--- src/ipam_regs.svh ---
`ifndef IPAM_REGS_SVH
`define IPAM_REGS_SVH

// ----------------------------------------------------------------------
// Register byte offsets
// ----------------------------------------------------------------------
`define IPAM_OFF_TEST_CTRL   8'h00
`define IPAM_OFF_SHUTOFF     8'h04
`define IPAM_OFF_STATUS      8'h08
`define IPAM_OFF_MASK        8'h0c
`define IPAM_OFF_SYNC_SEL    8'h10

// ----------------------------------------------------------------------
// input_test_control_reg fields
// ----------------------------------------------------------------------
`define IPAM_TC_PARITY_ENA   0
`define IPAM_TC_DUAL_PARITY  1
`define IPAM_TC_ODD_PARITY   2
`define IPAM_TC_IOTEST_ENA   3
`define IPAM_TC_TX_ENABLE    4
`define IPAM_TC_W            5
`define IPAM_TC_RESET        5'h10

// ----------------------------------------------------------------------
// auto_shutoff_control_reg and sync_source_select_reg fields
// ----------------------------------------------------------------------
`define IPAM_SO_CLOCK        0
`define IPAM_SO_COLLISION    1
`define IPAM_SO_RESET        2'h0
`define IPAM_SS_SYNC_LANE    0
`define IPAM_SS_STROBE       1
`define IPAM_SS_RESET        2'h1

// ----------------------------------------------------------------------
// alarm_status_reg and alarm_mask_reg bit positions
// ----------------------------------------------------------------------
`define IPAM_AL_ZERO         0
`define IPAM_AL_FIFO         1
`define IPAM_AL_TWO_APART    2
`define IPAM_AL_ONE_APART    3
`define IPAM_AL_COLLISION    4
`define IPAM_AL_CLK_GONE     5
`define IPAM_AL_CONV_GONE    6
`define IPAM_AL_PATTERN      7
`define IPAM_AL_DCLK_GONE    8
`define IPAM_AL_PLL          9
`define IPAM_AL_PAR_A        10
`define IPAM_AL_PAR_B        11
`define IPAM_AL_PAR_C        12
`define IPAM_AL_PAR_D        13
`define IPAM_AL_W            14
`define IPAM_MASK_RESET      14'h3fff

// ----------------------------------------------------------------------
// Timing
// ----------------------------------------------------------------------
`define IPAM_CLK_PERIOD_NS   20
`define IPAM_LINK_HALF_NS    80
`define IPAM_LINK_HALF_CYC   ((`IPAM_LINK_HALF_NS) / (`IPAM_CLK_PERIOD_NS))
`define IPAM_DCLK_LOSS_CYC   64

`endif

--- src/ipam_pkg.sv ---
package ipam_pkg;

    // Source-side link phase, each lasting half of a half period
    typedef enum logic [1:0] {
        IPAM_LOAD_RISE,
        IPAM_RAISE,
        IPAM_LOAD_FALL,
        IPAM_LOWER
    } ipam_phase_e;

    // Parity bit that completes a path; on a full path, 1 means error
    function automatic logic ipam_lane_parity(input logic [32:0] bits,
                                              input logic        odd);
        ipam_lane_parity = (^bits) ^ odd;
    endfunction : ipam_lane_parity

endpackage : ipam_pkg

--- src/ipam_if.sv ---
`timescale 1ns/1ps
interface ipam_if;
    logic        data_clk;
    logic [15:0] first_data_bus;
    logic [15:0] second_data_bus;
    logic        input_strobe_lane;
    logic        parity_lane;
    logic        sync_lane;
    logic        alarm;

    modport device (
        input  data_clk,
        input  first_data_bus,
        input  second_data_bus,
        input  input_strobe_lane,
        input  parity_lane,
        input  sync_lane,
        output alarm
    );

    modport source (
        output data_clk,
        output first_data_bus,
        output second_data_bus,
        output input_strobe_lane,
        output parity_lane,
        output sync_lane,
        input  alarm
    );
endinterface : ipam_if

--- src/ipam_device.sv ---
`timescale 1ns/1ps
`include "ipam_regs.svh"

module ipam_device #(
    parameter int ADDR_W   = 8,
    parameter int LOSS_CYC = `IPAM_DCLK_LOSS_CYC
) (
    // Clock and reset
    input  wire logic              pclk,
    input  wire logic              presetn,
    // APB slave
    input  wire logic              psel,
    input  wire logic              penable,
    input  wire logic              pwrite,
    input  wire logic [ADDR_W-1:0] paddr,
    input  wire logic [31:0]       pwdata,
    output logic      [31:0]       prdata,
    output logic                   pready,
    output logic                   pslverr,
    // Data link
    ipam_if.device                 link,
    // Converter-side conditions, asynchronous levels
    input  wire logic              transmit_enable_pin,
    input  wire logic              zero_pattern,
    input  wire logic              pointers_two_apart_flag,
    input  wire logic              pointers_one_apart_flag,
    input  wire logic              pointers_equal,
    input  wire logic              conv_clk_lost,
    input  wire logic              pattern_mismatch,
    input  wire logic              pll_unlocked,
    // Results
    output logic                   analog_out_enable,
    output logic                   fifo_sync_pulse
);

    localparam int LW = 36;
    localparam int EW = 8;
    localparam logic [15:0] LOSS_MAX = 16'(LOSS_CYC);

    // ------------------------------------------------------------------
    // Synchronisers
    // ------------------------------------------------------------------
    logic [LW-1:0] meta_link;
    logic [LW-1:0] sync_link;
    logic [EW-1:0] meta_evt;
    logic [EW-1:0] sync_evt;

    always_ff @(posedge pclk or negedge presetn) begin
        if (!presetn) begin
            meta_link <= '0;
            sync_link <= '0;
        end else begin
            meta_link <= {link.data_clk, link.first_data_bus,
                          link.second_data_bus, link.input_strobe_lane,
                          link.parity_lane, link.sync_lane};
            sync_link <= meta_link;
        end
    end

    always_ff @(posedge pclk or negedge presetn) begin
        if (!presetn) begin
            meta_evt <= '0;
            sync_evt <= '0;
        end else begin
            meta_evt <= {transmit_enable_pin, zero_pattern,
                         pointers_two_apart_flag, pointers_one_apart_flag,
                         pointers_equal, conv_clk_lost, pattern_mismatch,
                         pll_unlocked};
            sync_evt <= meta_evt;
        end
    end

    logic        dclk;
    logic [15:0] first_bus;
    logic [15:0] second_bus;
    logic        strobe;
    logic        parity;
    logic        sync_ln;
    assign {dclk, first_bus, second_bus, strobe, parity, sync_ln} = sync_link;

    // ------------------------------------------------------------------
    // Registers
    // ------------------------------------------------------------------
    logic [`IPAM_TC_W-1:0] test_ctrl;
    logic [1:0]            shutoff;
    logic [`IPAM_AL_W-1:0] status;
    logic [`IPAM_AL_W-1:0] mask;
    logic [1:0]            sync_sel;

    logic parity_ena;
    logic dual_mode;
    logic odd_sel;
    logic iotest_ena;
    assign parity_ena = test_ctrl[`IPAM_TC_PARITY_ENA];
    assign odd_sel    = test_ctrl[`IPAM_TC_ODD_PARITY];
    assign iotest_ena = test_ctrl[`IPAM_TC_IOTEST_ENA];
    assign dual_mode  = parity_ena & test_ctrl[`IPAM_TC_DUAL_PARITY];

    // ------------------------------------------------------------------
    // Data clock edges and loss
    // ------------------------------------------------------------------
    logic        dclk_q;
    logic        strobe_q;
    logic        sync_q;
    logic [15:0] idle_cnt;
    logic        rise;
    logic        fall;
    logic        dclk_gone;

    assign rise      = dclk & ~dclk_q;
    assign fall      = ~dclk & dclk_q;
    assign dclk_gone = (idle_cnt >= LOSS_MAX);

    always_ff @(posedge pclk or negedge presetn) begin
        if (!presetn) begin
            dclk_q   <= 1'b0;
            strobe_q <= 1'b0;
            sync_q   <= 1'b0;
        end else begin
            dclk_q   <= dclk;
            strobe_q <= strobe;
            sync_q   <= sync_ln;
        end
    end

    always_ff @(posedge pclk or negedge presetn) begin
        if (!presetn) begin
            idle_cnt <= '0;
        end else if (rise | fall) begin
            idle_cnt <= '0;
        end else if (!dclk_gone) begin
            idle_cnt <= idle_cnt + 16'h0001;
        end
    end

    // ------------------------------------------------------------------
    // Parity checks
    // ------------------------------------------------------------------
    logic err_first;
    logic err_second;
    logic err_word;

    assign err_first  = ipam_pkg::ipam_lane_parity(
                            {16'h0000, first_bus, strobe}, odd_sel);
    assign err_second = ipam_pkg::ipam_lane_parity(
                            {16'h0000, second_bus, parity}, odd_sel);
    assign err_word   = ipam_pkg::ipam_lane_parity(
                            {first_bus, second_bus, parity}, odd_sel);

    // ------------------------------------------------------------------
    // Alarm events
    // ------------------------------------------------------------------
    logic [`IPAM_AL_W-1:0] set_vec;
    logic                  err_path1;

    assign err_path1 = dual_mode ? err_first : err_word;

    always_comb begin
        set_vec = '0;
        set_vec[`IPAM_AL_ZERO]      = sync_evt[6];
        set_vec[`IPAM_AL_TWO_APART] = sync_evt[5];
        set_vec[`IPAM_AL_ONE_APART] = sync_evt[4];
        set_vec[`IPAM_AL_COLLISION] = sync_evt[3];
        set_vec[`IPAM_AL_FIFO]      = |sync_evt[5:3];
        set_vec[`IPAM_AL_CONV_GONE] = sync_evt[2];
        set_vec[`IPAM_AL_DCLK_GONE] = dclk_gone;
        set_vec[`IPAM_AL_CLK_GONE]  = sync_evt[2] | dclk_gone;
        set_vec[`IPAM_AL_PATTERN]   = sync_evt[1];
        set_vec[`IPAM_AL_PLL]       = sync_evt[0];
        set_vec[`IPAM_AL_PAR_A] = parity_ena & rise & err_path1;
        set_vec[`IPAM_AL_PAR_B] = parity_ena & fall & err_path1;
        set_vec[`IPAM_AL_PAR_C] = dual_mode & rise & err_second;
        set_vec[`IPAM_AL_PAR_D] = dual_mode & fall & err_second;
    end

    // ------------------------------------------------------------------
    // APB slave
    // ------------------------------------------------------------------
    function automatic logic ipam_hit(input logic [ADDR_W-1:0] a);
        ipam_hit = (a == ADDR_W'(`IPAM_OFF_TEST_CTRL)) |
                   (a == ADDR_W'(`IPAM_OFF_SHUTOFF))   |
                   (a == ADDR_W'(`IPAM_OFF_STATUS))    |
                   (a == ADDR_W'(`IPAM_OFF_MASK))      |
                   (a == ADDR_W'(`IPAM_OFF_SYNC_SEL));
    endfunction : ipam_hit

    logic                  wr;
    logic [`IPAM_AL_W-1:0] view;
    logic [`IPAM_AL_W-1:0] keep;
    logic [31:0]           next_prdata;

    assign pready  = 1'b1;
    assign pslverr = psel & penable & ~ipam_hit(paddr);
    assign wr      = psel & penable & pwrite & ipam_hit(paddr);

    // Test mode hides all but the pattern alarm
    assign view = iotest_ena ? (status & (`IPAM_AL_W'(1) << `IPAM_AL_PATTERN))
                             : status;

    always_comb begin
        next_prdata = 32'h0000_0000;
        case (paddr)
            ADDR_W'(`IPAM_OFF_TEST_CTRL): next_prdata = 32'(test_ctrl);
            ADDR_W'(`IPAM_OFF_SHUTOFF):   next_prdata = 32'(shutoff);
            ADDR_W'(`IPAM_OFF_STATUS):    next_prdata = 32'(view);
            ADDR_W'(`IPAM_OFF_MASK):      next_prdata = 32'(mask);
            ADDR_W'(`IPAM_OFF_SYNC_SEL):  next_prdata = 32'(sync_sel);
            default:                      next_prdata = 32'h0000_0000;
        endcase
    end

    always_ff @(posedge pclk or negedge presetn) begin
        if (!presetn) begin
            prdata <= 32'h0000_0000;
        end else if (psel & ~penable & ~pwrite) begin
            prdata <= next_prdata;
        end
    end

    always_ff @(posedge pclk or negedge presetn) begin
        if (!presetn) begin
            test_ctrl <= `IPAM_TC_RESET;
            shutoff   <= `IPAM_SO_RESET;
            mask      <= `IPAM_MASK_RESET;
            sync_sel  <= `IPAM_SS_RESET;
        end else if (wr) begin
            case (paddr)
                ADDR_W'(`IPAM_OFF_TEST_CTRL): test_ctrl <= pwdata[`IPAM_TC_W-1:0];
                ADDR_W'(`IPAM_OFF_SHUTOFF):   shutoff   <= pwdata[1:0];
                ADDR_W'(`IPAM_OFF_MASK):      mask      <= pwdata[`IPAM_AL_W-1:0];
                ADDR_W'(`IPAM_OFF_SYNC_SEL):  sync_sel  <= pwdata[1:0];
                default:                      ;
            endcase
        end
    end

    // Written zeros clear; a new event in the same cycle wins
    assign keep = (wr && paddr == ADDR_W'(`IPAM_OFF_STATUS))
                ? pwdata[`IPAM_AL_W-1:0] : {`IPAM_AL_W{1'b1}};

    always_ff @(posedge pclk or negedge presetn) begin
        if (!presetn) begin
            status <= '0;
        end else begin
            status <= (status & keep) | set_vec;
        end
    end

    // ------------------------------------------------------------------
    // Alarm pin, output shut-off, FIFO sync
    // ------------------------------------------------------------------
    logic shut;
    assign shut = (shutoff[`IPAM_SO_CLOCK]     & status[`IPAM_AL_CLK_GONE]) |
                  (shutoff[`IPAM_SO_COLLISION] & status[`IPAM_AL_COLLISION]);

    always_ff @(posedge pclk or negedge presetn) begin
        if (!presetn) begin
            link.alarm <= 1'b0;
        end else begin
            link.alarm <= |(view & ~mask);
        end
    end

    always_ff @(posedge pclk or negedge presetn) begin
        if (!presetn) begin
            analog_out_enable <= 1'b0;
        end else begin
            analog_out_enable <= sync_evt[7] & test_ctrl[`IPAM_TC_TX_ENABLE]
                               & ~iotest_ena & ~shut;
        end
    end

    always_ff @(posedge pclk or negedge presetn) begin
        if (!presetn) begin
            fifo_sync_pulse <= 1'b0;
        end else begin
            fifo_sync_pulse <=
                (sync_sel[`IPAM_SS_SYNC_LANE] & sync_ln & ~sync_q) |
                (sync_sel[`IPAM_SS_STROBE] & ~dual_mode
                 & strobe & ~strobe_q);
        end
    end

endmodule : ipam_device

--- src/flat_wrapper.sv ---
// flat-port wrapper written by rule: the top's interface ports become plain ports
module ipam_device_flat 
#(
    parameter int ADDR_W   = 8,
    parameter int LOSS_CYC = `IPAM_DCLK_LOSS_CYC
)
  (pclk, presetn, psel, penable, pwrite, paddr, pwdata, prdata, pready, pslverr, transmit_enable_pin, zero_pattern, pointers_two_apart_flag, pointers_one_apart_flag, pointers_equal, conv_clk_lost, pattern_mismatch, pll_unlocked, analog_out_enable, fifo_sync_pulse, link_data_clk, link_first_data_bus, link_second_data_bus, link_input_strobe_lane, link_parity_lane, link_sync_lane, link_alarm);
  ipam_if link_i ();
  input  wire logic pclk;
  input  wire logic presetn;
  input  wire logic psel;
  input  wire logic penable;
  input  wire logic pwrite;
  input  wire logic [ADDR_W-1:0] paddr;
  input  wire logic [31:0] pwdata;
  output logic      [31:0] prdata;
  output logic pready;
  output logic pslverr;
  input  wire logic transmit_enable_pin;
  input  wire logic zero_pattern;
  input  wire logic pointers_two_apart_flag;
  input  wire logic pointers_one_apart_flag;
  input  wire logic pointers_equal;
  input  wire logic conv_clk_lost;
  input  wire logic pattern_mismatch;
  input  wire logic pll_unlocked;
  output logic analog_out_enable;
  output logic fifo_sync_pulse;
  input wire logic [$bits(link_i.data_clk)-1:0] link_data_clk;
  input wire logic [$bits(link_i.first_data_bus)-1:0] link_first_data_bus;
  input wire logic [$bits(link_i.second_data_bus)-1:0] link_second_data_bus;
  input wire logic [$bits(link_i.input_strobe_lane)-1:0] link_input_strobe_lane;
  input wire logic [$bits(link_i.parity_lane)-1:0] link_parity_lane;
  input wire logic [$bits(link_i.sync_lane)-1:0] link_sync_lane;
  output wire logic [$bits(link_i.alarm)-1:0] link_alarm;
  assign link_i.data_clk = link_data_clk;
  assign link_i.first_data_bus = link_first_data_bus;
  assign link_i.second_data_bus = link_second_data_bus;
  assign link_i.input_strobe_lane = link_input_strobe_lane;
  assign link_i.parity_lane = link_parity_lane;
  assign link_i.sync_lane = link_sync_lane;
  assign link_alarm = link_i.alarm;
  ipam_device #(.ADDR_W(ADDR_W), .LOSS_CYC(LOSS_CYC)) u_core (.pclk(pclk), .presetn(presetn), .psel(psel), .penable(penable), .pwrite(pwrite), .paddr(paddr), .pwdata(pwdata), .prdata(prdata), .pready(pready), .pslverr(pslverr), .link(link_i), .transmit_enable_pin(transmit_enable_pin), .zero_pattern(zero_pattern), .pointers_two_apart_flag(pointers_two_apart_flag), .pointers_one_apart_flag(pointers_one_apart_flag), .pointers_equal(pointers_equal), .conv_clk_lost(conv_clk_lost), .pattern_mismatch(pattern_mismatch), .pll_unlocked(pll_unlocked), .analog_out_enable(analog_out_enable), .fifo_sync_pulse(fifo_sync_pulse));
endmodule
--- config.mk ---
export PLATFORM = sky130hd
export DESIGN_NAME = ipam_device_flat
export DESIGN_NICKNAME = d
export VERILOG_FILES = /design/src/ipam_pkg.sv /design/src/ipam_if.sv /design/src/ipam_device.sv /design/src/flat_wrapper.sv
export VERILOG_INCLUDE_DIRS = /design/src
export SDC_FILE = /design/constraint.sdc
export NUM_CORES = 1
export LEC_CHECK = 0
export ABC_CLOCK_PERIOD_IN_PS = 2050
export BUFFER_PORTS_ARGS = -buffer_cell sky130_fd_sc_hd__clkbuf_2
export CAP_MARGIN = 5
export CORE_AREA = 4 4 116 118
export DETAILED_ROUTE_END_ITERATION = 6
export DIE_AREA = 0 0 120 122
export HOLD_SLACK_MARGIN = 0.1
export PLACE_DENSITY = 0.74
export SLEW_MARGIN = 0
export SYNTH_ARGS = -nofsm -noshare
export SYNTH_HDL_FRONTEND = slang
export SYNTH_SLANG_ARGS = --single-unit
--- constraint.sdc ---
create_clock -name pclk -period 2.05 [get_ports pclk]
set_clock_uncertainty 0.1 [all_clocks]
set_input_delay 0.41 -clock pclk [delete_from_list [all_inputs] [get_ports pclk]]
set_output_delay 0.41 -clock pclk [all_outputs]
set_load 0.1 [all_outputs]
==> metrics, run 1 <==
DPL Wire Length slightly below 8000 um; CP required 2.24 ns; total core area 0.01247 sq mm; GPL Wtd Cong 0.8126; Max Cap Viol 0; filler cell count in the final layout between 900 and 1000; routed wire length 11860 um; number of setup violations in the final report 3; # port buffers 88; post-layout net count 680; CTS tree yes; total track usage 17.79%; FFs w/ async S/R, synth 100.0%; Initial Util 47.90%; RSZ-0062 raised after global routing yes; commonest non-fill, non-tap cell in the layout dfrtp_1; placed instance area 0.006688 sq mm; switching power 1.733 mW; Yosys warnings 0; die area 0.01464 sq mm; clock transition at the registers of the reported paths 0.06 ns; EDFF count, synth 0; number of global-route vias before repair around 4000; Max IR drop VDD 0.6926 mV; sw frac around a quarter; most frequent cells in the layout dfrtp_1, clkbuf_2, dlygate4sd3_1; pre-CTS WS -0.1877 ns; Ant. Diodes 0; area leader, netlist dfrtp_1; post-synthesis cell area approximately 0.006 sq mm; std cell rows a little over 40; Final Cell Area 0.007811 sq mm; crit path max fanout 2; Die Span X 120 um; DRT iter0 DRCs 170; run status complete, but fails checks; via/cell ratio 4.755; Worst-Skew Late Latency 0.42 ns; Max Fclk about 0.48 GHz; Pre-antenna DRT Iters 4; Worst Path Arrival 2.27 ns; critical path class reg2reg; pins over their slew limit 0; WL/cell 15.36 um; setup ws final -0.02822 ns; residual DRC count 0; Clock power frac between 40% and 50%; largest net degree at the start of global routing 41; Fin. Hold Viols 0; Post-synth top flop dfrtp_1; ranking of synthesized cells by area dfrtp_1, dfstp_2, xnor2_1; Worst Max-Slew Pin Slew 0.5611 ns; post-route ant nets 0; Tmin final 2.078 ns; CTS sink count about 160; Final Power 7.394 mW; pwr dens roughly 950 mW/mm^2; combinational share of power 11.0%; GRT overflow 0; startpoint types flop; Slew headroom 62.50%; IO Pins 126; post-synthesis sequential area ratio between 60% and 70%; Synth top area share 60.77%; H-tree Lvls 4; die height 122 um; Pint 5.661 mW; Clock Path Buffers 2; Avg Synthesized Cell Area between 10 and 15 sq um; Post-Synthesis Cells ~430; Tcrit/Tclk final 101.4%; clock buffer count from CTS 17; Synth cell types 46; P_leak 3.684 nW; crit end category flop; first-pass GRT wire length 19530 um; share of cells above drive strength 1 between 30% and 40%; CTS root buffer clkbuf_16; failing checks negative setup slack; initial antenna violation count 0; Hold WC Path Type in2reg; synthesis-to-finish area growth 30.83%; Synth Register Bits roughly 160; sequential power share 45.3%; Vias 3671; flop2flop setup slack -0.03 ns
## power by group through the flow
stage | clock network, mW | registers (mW) | logic (mW)
global placement | 0 | 3.39 | 0.653
floorplan | 0 | 3.39 | 0.465
detailed placement | 0 | 3.40 | 0.666
CTS | 3.31 | 3.35 | 0.787
global route | 3.46 | 3.36 | 0.866
finish | 3.24 | 3.35 | 0.811
## state kept, by name (all words and copies together), names as in the netlist, 5 cells and up
signal / count
u_core.idle_cnt: 16
u_core.mask: 14
u_core.meta_evt: 8
u_core.meta_link: 36
u_core.prdata: 14
u_core.status: 14
u_core.sync_evt: 8
u_core.sync_link: 36
u_core.test_ctrl: 5
## per-layer routing
layer / up-vias / routed length (um) / global-route usage (%)
met5: - / 0 / 0
met4: 0 / 257 / 6.729
met3: 22 / 696 / 6.082
met2: 112 / 6201 / 30.94
met1: 1809 / 4701 / 20.41
li1: 1728 / - / -
## worst paths after layout
kind                                      startpoint              endpoint  depth (start not counted)
worst max-delay path             u_core.sync_link[6]     u_core.status[10]                          6
worst min-delay path                      pwdata[10]       u_core.mask[10]                          2
worst max register to register   u_core.sync_link[6]     u_core.status[10]                          6
worst min register to register  u_core.meta_link[14]  u_core.sync_link[14]                          0
max in group asynchronous                    presetn        u_core.mask[9]                          3
min in group asynchronous                    presetn  u_core.sync_link[32]                          2
## cells by family after synthesis
family	share of synthesized area, %
DFF	67.81
and+or+nand+nor	8.613
AOI/OAI and AO/OA	6.454
buffers and inverters	4.380
xor gates and xnor gates	6.140
muxes	5.637
adders and majority gates	0.8383
other	0.1258
## synthesized netlist by cell type, types with 2 or more instances
library cell  number
nand2b_1           8
conb_1             2
a221oi_1           2
a21oi_1            7
inv_1             19
buf_2              2
nand4_1            2
mux2_4            10
nor2b_1            4
clkbuf_1           7
nand3_1            6
mux2_2            13
dfstp_2           16
xnor3_1            5
buf_4             19
and2_1            12
o21ai_0           33
nand2_1           29
mux2i_1            4
nor3_2             2
xnor2_1           27
o31ai_1            2
dfrtp_1          145
nand3b_1           4
and3_1             3
or4_4              2
nor2_1             6
o22ai_1            5
xor2_1             2
ha_1               4
a22oi_1           11
o221ai_1           2
## through the flow
step	hold WS [ns]	util (%)	setup TNS, ns	cells
after global placement	0.2310	53.65	-3.626	693
after detailed placement	0.2334	53.65	-5.206	693
after CTS	0.1275	62.54	-0.01335	772
after floorplan	0.01441	-	-0.004601	446
final	0.1431	62.66	-0.06942	772
after global routing	0.1323	62.66	-0.2889	772
## what timing repair did
item | CTS | global route
buffers inserted | 2 | 0
pin swaps | 4 | 4
hold buffers | 45 | 0
setup endpoints to repair | 3 | 7
resized for setup | 6 | 5
hold endpoints to repair | 77 | 0
## critical path, stage by stage, from the launching register on
cell and delay, ns:
dfrtp_1 0.37, xor2_1 0.15, xnor3_1 0.43, xnor3_2 0.46, o21ai_4 0.18, xnor2_2 0.16
o21ai_1 0.11
## cell type report
type / count / area, sq um / share of cell area (%)
Timing Repair Buffer: 151 / 1072 / 13.73
Clock inverter: 11 / 152.6 / 1.954
Multi-Input combinational cell: 237 / 1780 / 22.79
Sequential cell: 161 / 4049 / 51.83
Inverter: 19 / 71.32 / 0.9130
Clock buffer: 21 / 470.5 / 6.023
Tap cell: 172 / 215.2 / 2.755
No activity file was read; power rests on OpenSTA's default activity.
==> run 2, diff against run 1 <==
--- a/config.mk
+++ b/config.mk
@@ -9,11 +9,11 @@
 export ABC_CLOCK_PERIOD_IN_PS = 2050
 export BUFFER_PORTS_ARGS = -buffer_cell sky130_fd_sc_hd__clkbuf_2
 export CAP_MARGIN = 5
-export CORE_AREA = 4 4 116 118
+export CORE_AREA = 4 4 167 169
 export DETAILED_ROUTE_END_ITERATION = 6
-export DIE_AREA = 0 0 120 122
+export DIE_AREA = 0 0 171 173
 export HOLD_SLACK_MARGIN = 0.1
-export PLACE_DENSITY = 0.74
+export PLACE_DENSITY = 0.5
 export SLEW_MARGIN = 0
 export SYNTH_ARGS = -nofsm -noshare
 export SYNTH_HDL_FRONTEND = slang
==> run 2 against run 1 <==
  * The flow still finishes with violations (negative setup slack)
  * Power is 0.68% lower
  * Wire length is 4.5% higher
  * Cell area rose by 2.9%
  * Register-to-register slack worse by 0.03 ns
  * Fmax is 1.5% lower
  * Core utilization fell by 32 points
  * Setup slack worse by 0.032 ns
  * Via count decreased by 2.3%
  * Flip-flop and latch count unchanged
  * Non-clock buffer count is 6 higher
  * Clock-buffer cell count fell by 3
  * Clock power shrank 4%
  * Critical endpoint is now u_core.status[12]
==> metrics, run 2 (synthesized netlist as in run 1, its figures left out) <==
run status complete, but fails checks; failing checks negative setup slack; number of setup violations in the final report 4; H-tree Lvls 4; clock buffer count from CTS 17; post-route non-filler standard cell count 948; RSZ-0062 raised after global routing yes; Fin. Hold Viols 0; IO Pins roughly 130; die height 173 um; CTS root buffer clkbuf_16; placed cell count between 800 and 900; die area 0.02958 sq mm; Die Span X ~170 um; GPL Wtd Cong between 0.7 and 0.8; Final Power 7.344 mW; Slew headroom 62.62%; crit end category flop; post-route ant nets 0; DRT iter0 DRCs 143; share of cells above drive strength 1 about a third; Max IR drop VDD 0.4422 mV; P_leak ~3.7 nW; Clock Path Buffers 2; CTS tree yes; pwr dens just over 900 mW/mm^2; # port buffers 88; synthesis-to-finish area growth 34.66%; GRT overflow 0; Tmin final ~2.1 ns; routed wire length 12390 um; DPL Wire Length between 8000 and 9000 um; Pre-antenna DRT Iters 4; Top Registers u_core.meta_link (36), u_core.sync_link (36), u_core.idle_cnt (16); pins over their slew limit 0; initial antenna violation count 3; post-layout net count 686; Setup TNS -0.2117 ns; Worst-Skew Late Latency roughly 0.42 ns; via/cell ratio approximately 3.8; Tcrit/Tclk final 102.9%; Worst Path Arrival 2.36 ns; std cell rows 60; Hold WC Path Type in2reg; first-pass GRT wire length between 20000 and 25000 um; number of global-route vias before repair 3755; Worst Max-Slew Pin Slew roughly 0.56 ns; startpoint types flop; largest net degree at the start of global routing 72; Max Cap Viol 0; Max Fclk 0.4739 GHz; total core area 0.02658 sq mm; critical path class reg2reg; most frequent cells in the layout dfrtp_1, clkbuf_2, dlygate4sd3_1; residual DRC count 0; setup ws final -0.06019 ns; CTS sink count around 160; total track usage 8.793%; clock transition at the registers of the reported paths 0.07 ns; crit path max fanout 2; hold slack approximately 0.14 ns; WL/cell 13.07 um; filler cell count in the final layout 2716; Initial Util 22.47%; CP required between 2 and 2.5 ns; Vias about 3600; commonest non-fill, non-tap cell in the layout dfrtp_1
==> run 2: changes by cell type in the layout (fill, tap and decap cells not counted), moves of 2 or more <==
cell,delta
bufinv_16,-2
buf_4,+5
clkinv_4,-3
o21ai_2,+3
o21ai_1,-2
inv_8,+2
inv_6,+4
clkbuf_8,-2
clkinv_2,-2
clkinvlp_4,+4
==> run 2: area by class of cell <==
cell class                      count  area (sq um)  area share [%]
Multi-Input combinational cell    237          1778           22.11
Clock buffer                       18         439.2           5.462
Antenna cell                        1         2.502         0.03112
Timing Repair Buffer              157          1130           14.05
Inverter                           19         71.32          0.8870
Sequential cell                   161          4049           50.36
Clock inverter                     14         143.9           1.790
Tap cell                          341         426.7           5.307
==> run 2: power breakdown <==
group          switching [mW]  total, mW  internal, mW
clock network            1.37       3.12          1.75
logic                   0.475      0.884         0.409
registers              0.0488       3.34          3.29
==> run 2: worst paths after layout <==
path,startpoint,to,slack [ns],depth (start not counted)
max in group asynchronous,presetn,u_core.sync_sel[0],0.87,3
min in group asynchronous,presetn,u_core.status[7],0.30,2
setup / recovery,u_core.sync_link[12],u_core.status[12],-0.06,7
hold reg to reg,u_core.meta_link[15],u_core.sync_link[15],0.25,0
setup reg to reg,u_core.sync_link[12],u_core.status[12],-0.06,7
hold / removal,pwdata[10],u_core.mask[10],0.14,2
==> run 2: critical path, cell delays in order (launching register included) <==
cell,delay [ns]
dfrtp_1,0.38
xnor3_1,0.36
xnor3_1,0.22
xnor3_2,0.45
buf_4,0.16
xnor2_2,0.12
nand3_2,0.11
o21ai_1,0.14
==> run 2: repair_timing <==
action,in CTS,in global routing
hold buffers,45,0
pin swaps,8,2
resized for setup,9,3
setup buffers,1,1
endpoints found under the setup margin,5,7
hold endpoints to repair,166,0
==> run 2: layer usage <==
metal,track usage [%],wire length (um),up-vias
met5,0,26,-
met3,3.064,717,19
li1,-,-,1740
met4,3.533,216,4
met1,11.41,5611,1732
met2,13.43,5818,91
==> run 2: through the flow <==
step | cell area (sq um) | util, % | setup slack [ns]
after floorplan | 6057 | - | -0.004601
after global placement | 6964 | 26.21 | -0.1293
after detailed placement | 6964 | 26.21 | -0.1458
after CTS | 8021 | 30.18 | -0.1026
after global routing | 8040 | 30.25 | -0.1441
final | 8040 | 30.25 | -0.06019
==> run 3, diff against run 2 <==
--- a/config.mk
+++ b/config.mk
@@ -9,9 +9,9 @@
 export ABC_CLOCK_PERIOD_IN_PS = 2050
 export BUFFER_PORTS_ARGS = -buffer_cell sky130_fd_sc_hd__clkbuf_2
 export CAP_MARGIN = 5
-export CORE_AREA = 4 4 167 169
+export CORE_AREA = 4 4 127 221
 export DETAILED_ROUTE_END_ITERATION = 6
-export DIE_AREA = 0 0 171 173
+export DIE_AREA = 0 0 131 225
 export HOLD_SLACK_MARGIN = 0.1
 export PLACE_DENSITY = 0.5
 export SLEW_MARGIN = 0
==> run 3 against run 2 <==
  * The run still ends with negative setup slack left
  * Die area decreased by 0.37%
  * Largest power group unchanged
  * Core utilization rose by 0.29 points
  * Flip-flop and latch count is the same
  * Sequential power hardly changed
  * Critical endpoint unchanged
  * Final cell count is 2.1% lower
==> metrics, run 3 (synthesized netlist as in run 1, its figures left out) <==
IO Pins 126; CTS tree yes; share of cells above drive strength 1 32.12%; placed instance area 0.006933 sq mm; Vias 3601; post-layout net count around 690; CTS root buffer clkbuf_16; GRT overflow 0; Hold WC Path Type in2reg; die area ~0.029 sq mm; DPL Wire Length 9181 um; pins over their slew limit 0; via/cell ratio a little under 4; total core area 0.02639 sq mm; synthesis-to-finish area growth 35.00%; Worst Path Arrival ~2.4 ns; P_leak ~3.7 nW; filler cell count in the final layout ~2600; Clock Path Buffers 2; # port buffers 88; failing checks negative setup slack; Initial Util around 23%; Die Span X 131 um; crit end category flop; hold slack 0.1334 ns; setup ws final -0.04240 ns; Worst Max-Slew Pin Slew 0.5871 ns; Worst-Skew Late Latency 0.42 ns; Pre-antenna DRT Iters 4; clock transition at the registers of the reported paths 0.06 ns; WL/cell 13.46 um; residual DRC count 0; CTS sink count ~160; pre-CTS WS -0.1510 ns; total track usage under 10%; pwr dens 915.1 mW/mm^2; initial antenna violation count 0; most frequent cells in the layout dfrtp_1, clkbuf_2, dlygate4sd3_1; Max Cap Viol 0; Fin. Hold Viols 0; run status complete, but fails checks; Top Registers u_core.meta_link (36), u_core.sync_link (36), u_core.idle_cnt (16); routed wire length 12500 um; post-route ant nets 0; number of global-route vias before repair 3827; startpoint types flop; number of setup violations in the final report 5; commonest non-fill, non-tap cell in the layout dfrtp_1; die height 225 um; first-pass GRT wire length 20310 um; Max Fclk ~0.48 GHz; Tcrit/Tclk final 102.1%; clock buffer count from CTS 17; Slew headroom 60.76%; H-tree Lvls 4; placed cell count 849; largest net degree at the start of global routing 52; crit path max fanout 2; GPL Wtd Cong 0.7356; DRT iter0 DRCs 132; Tmin final 2.092 ns; Ant. Diodes 0; CP required 2.30 ns; Max IR drop VDD 0.7039 mV; Final Util 30.54%; RSZ-0062 raised after global routing yes; Final Power 7.376 mW; post-route non-filler standard cell count 928; Setup TNS -0.1257 ns; std cell rows 79; Final Cell Area between 0.008 and 0.009 sq mm; critical path class reg2reg
## run 3: cell count changes in the layout (fill, tap and decap cells not counted), moves of 2 or more
| cell | before | now |
|---|---|---|
| inv_6 | 6 | 0 |
| clkinvlp_4 | 4 | 0 |
| buf_4 | 21 | 18 |
| buf_6 | 1 | 4 |
| bufinv_16 | 1 | 4 |
| clkinv_2 | 0 | 3 |
| o21ai_2 | 3 | 0 |
| clkbuf_1 | 0 | 2 |
| clkinv_4 | 1 | 3 |
| inv_8 | 2 | 0 |
| o21ai_0 | 29 | 31 |
## run 3: final cells by class
type	instances	area [sq um]	area share (%)
Timing Repair Buffer	157	1156	14.34
Multi-Input combinational cell	237	1770	21.97
Clock inverter	10	161.4	2.002
Clock buffer	20	446.7	5.542
Tap cell	324	405.4	5.029
Sequential cell	161	4049	50.23
Inverter	19	71.32	0.8848
## run 3: routing by layer
metal / track usage (%) / vias up / wire length [um]
li1: - / 1737 / -
met1: 10.03 / 1745 / 4845
met2: 16.15 / 106 / 6691
met3: 3.416 / 13 / 729
met4: 3.587 / 0 / 227
met5: 0 / - / 0
## run 3: final timing paths
path                                startpoint                   end  slack, ns  cells past startpoint
min reg2reg                 u_core.meta_evt[2]    u_core.sync_evt[2]       0.25                      0
min                                 pwdata[13]       u_core.mask[13]       0.13                      2
max reg2reg                u_core.sync_link[8]     u_core.status[12]      -0.04                      7
min in group asynchronous              presetn  u_core.sync_link[30]       0.41                      2
max in group asynchronous              presetn        u_core.mask[3]       0.82                      3
max                        u_core.sync_link[8]     u_core.status[12]      -0.04                      7
## run 3: power by group
part	switching (mW)	leakage (nW)	internal (mW)	total, mW
sequential	0.0485	1.90	3.29	3.34
clock	1.18	0.300	2.05	3.23
combinational	0.445	1.51	0.356	0.801
## run 3: worst max-delay path: stages (launching register included)
cell	delay [ns]
dfrtp_1	0.37
xnor2_1	0.16
xnor3_1	0.43
xnor3_2	0.45
buf_6	0.15
xnor2_2	0.11
nand3_1	0.11
o21ai_1	0.14
## run 3: what timing repair did
action	CTS	global route
hold buffers	45	0
setup buffers	1	3
hold endpoints to repair	84	0
gates cloned	0	0
resized for setup	7	4
setup endpoints to repair	6	10
pin swaps	5	3
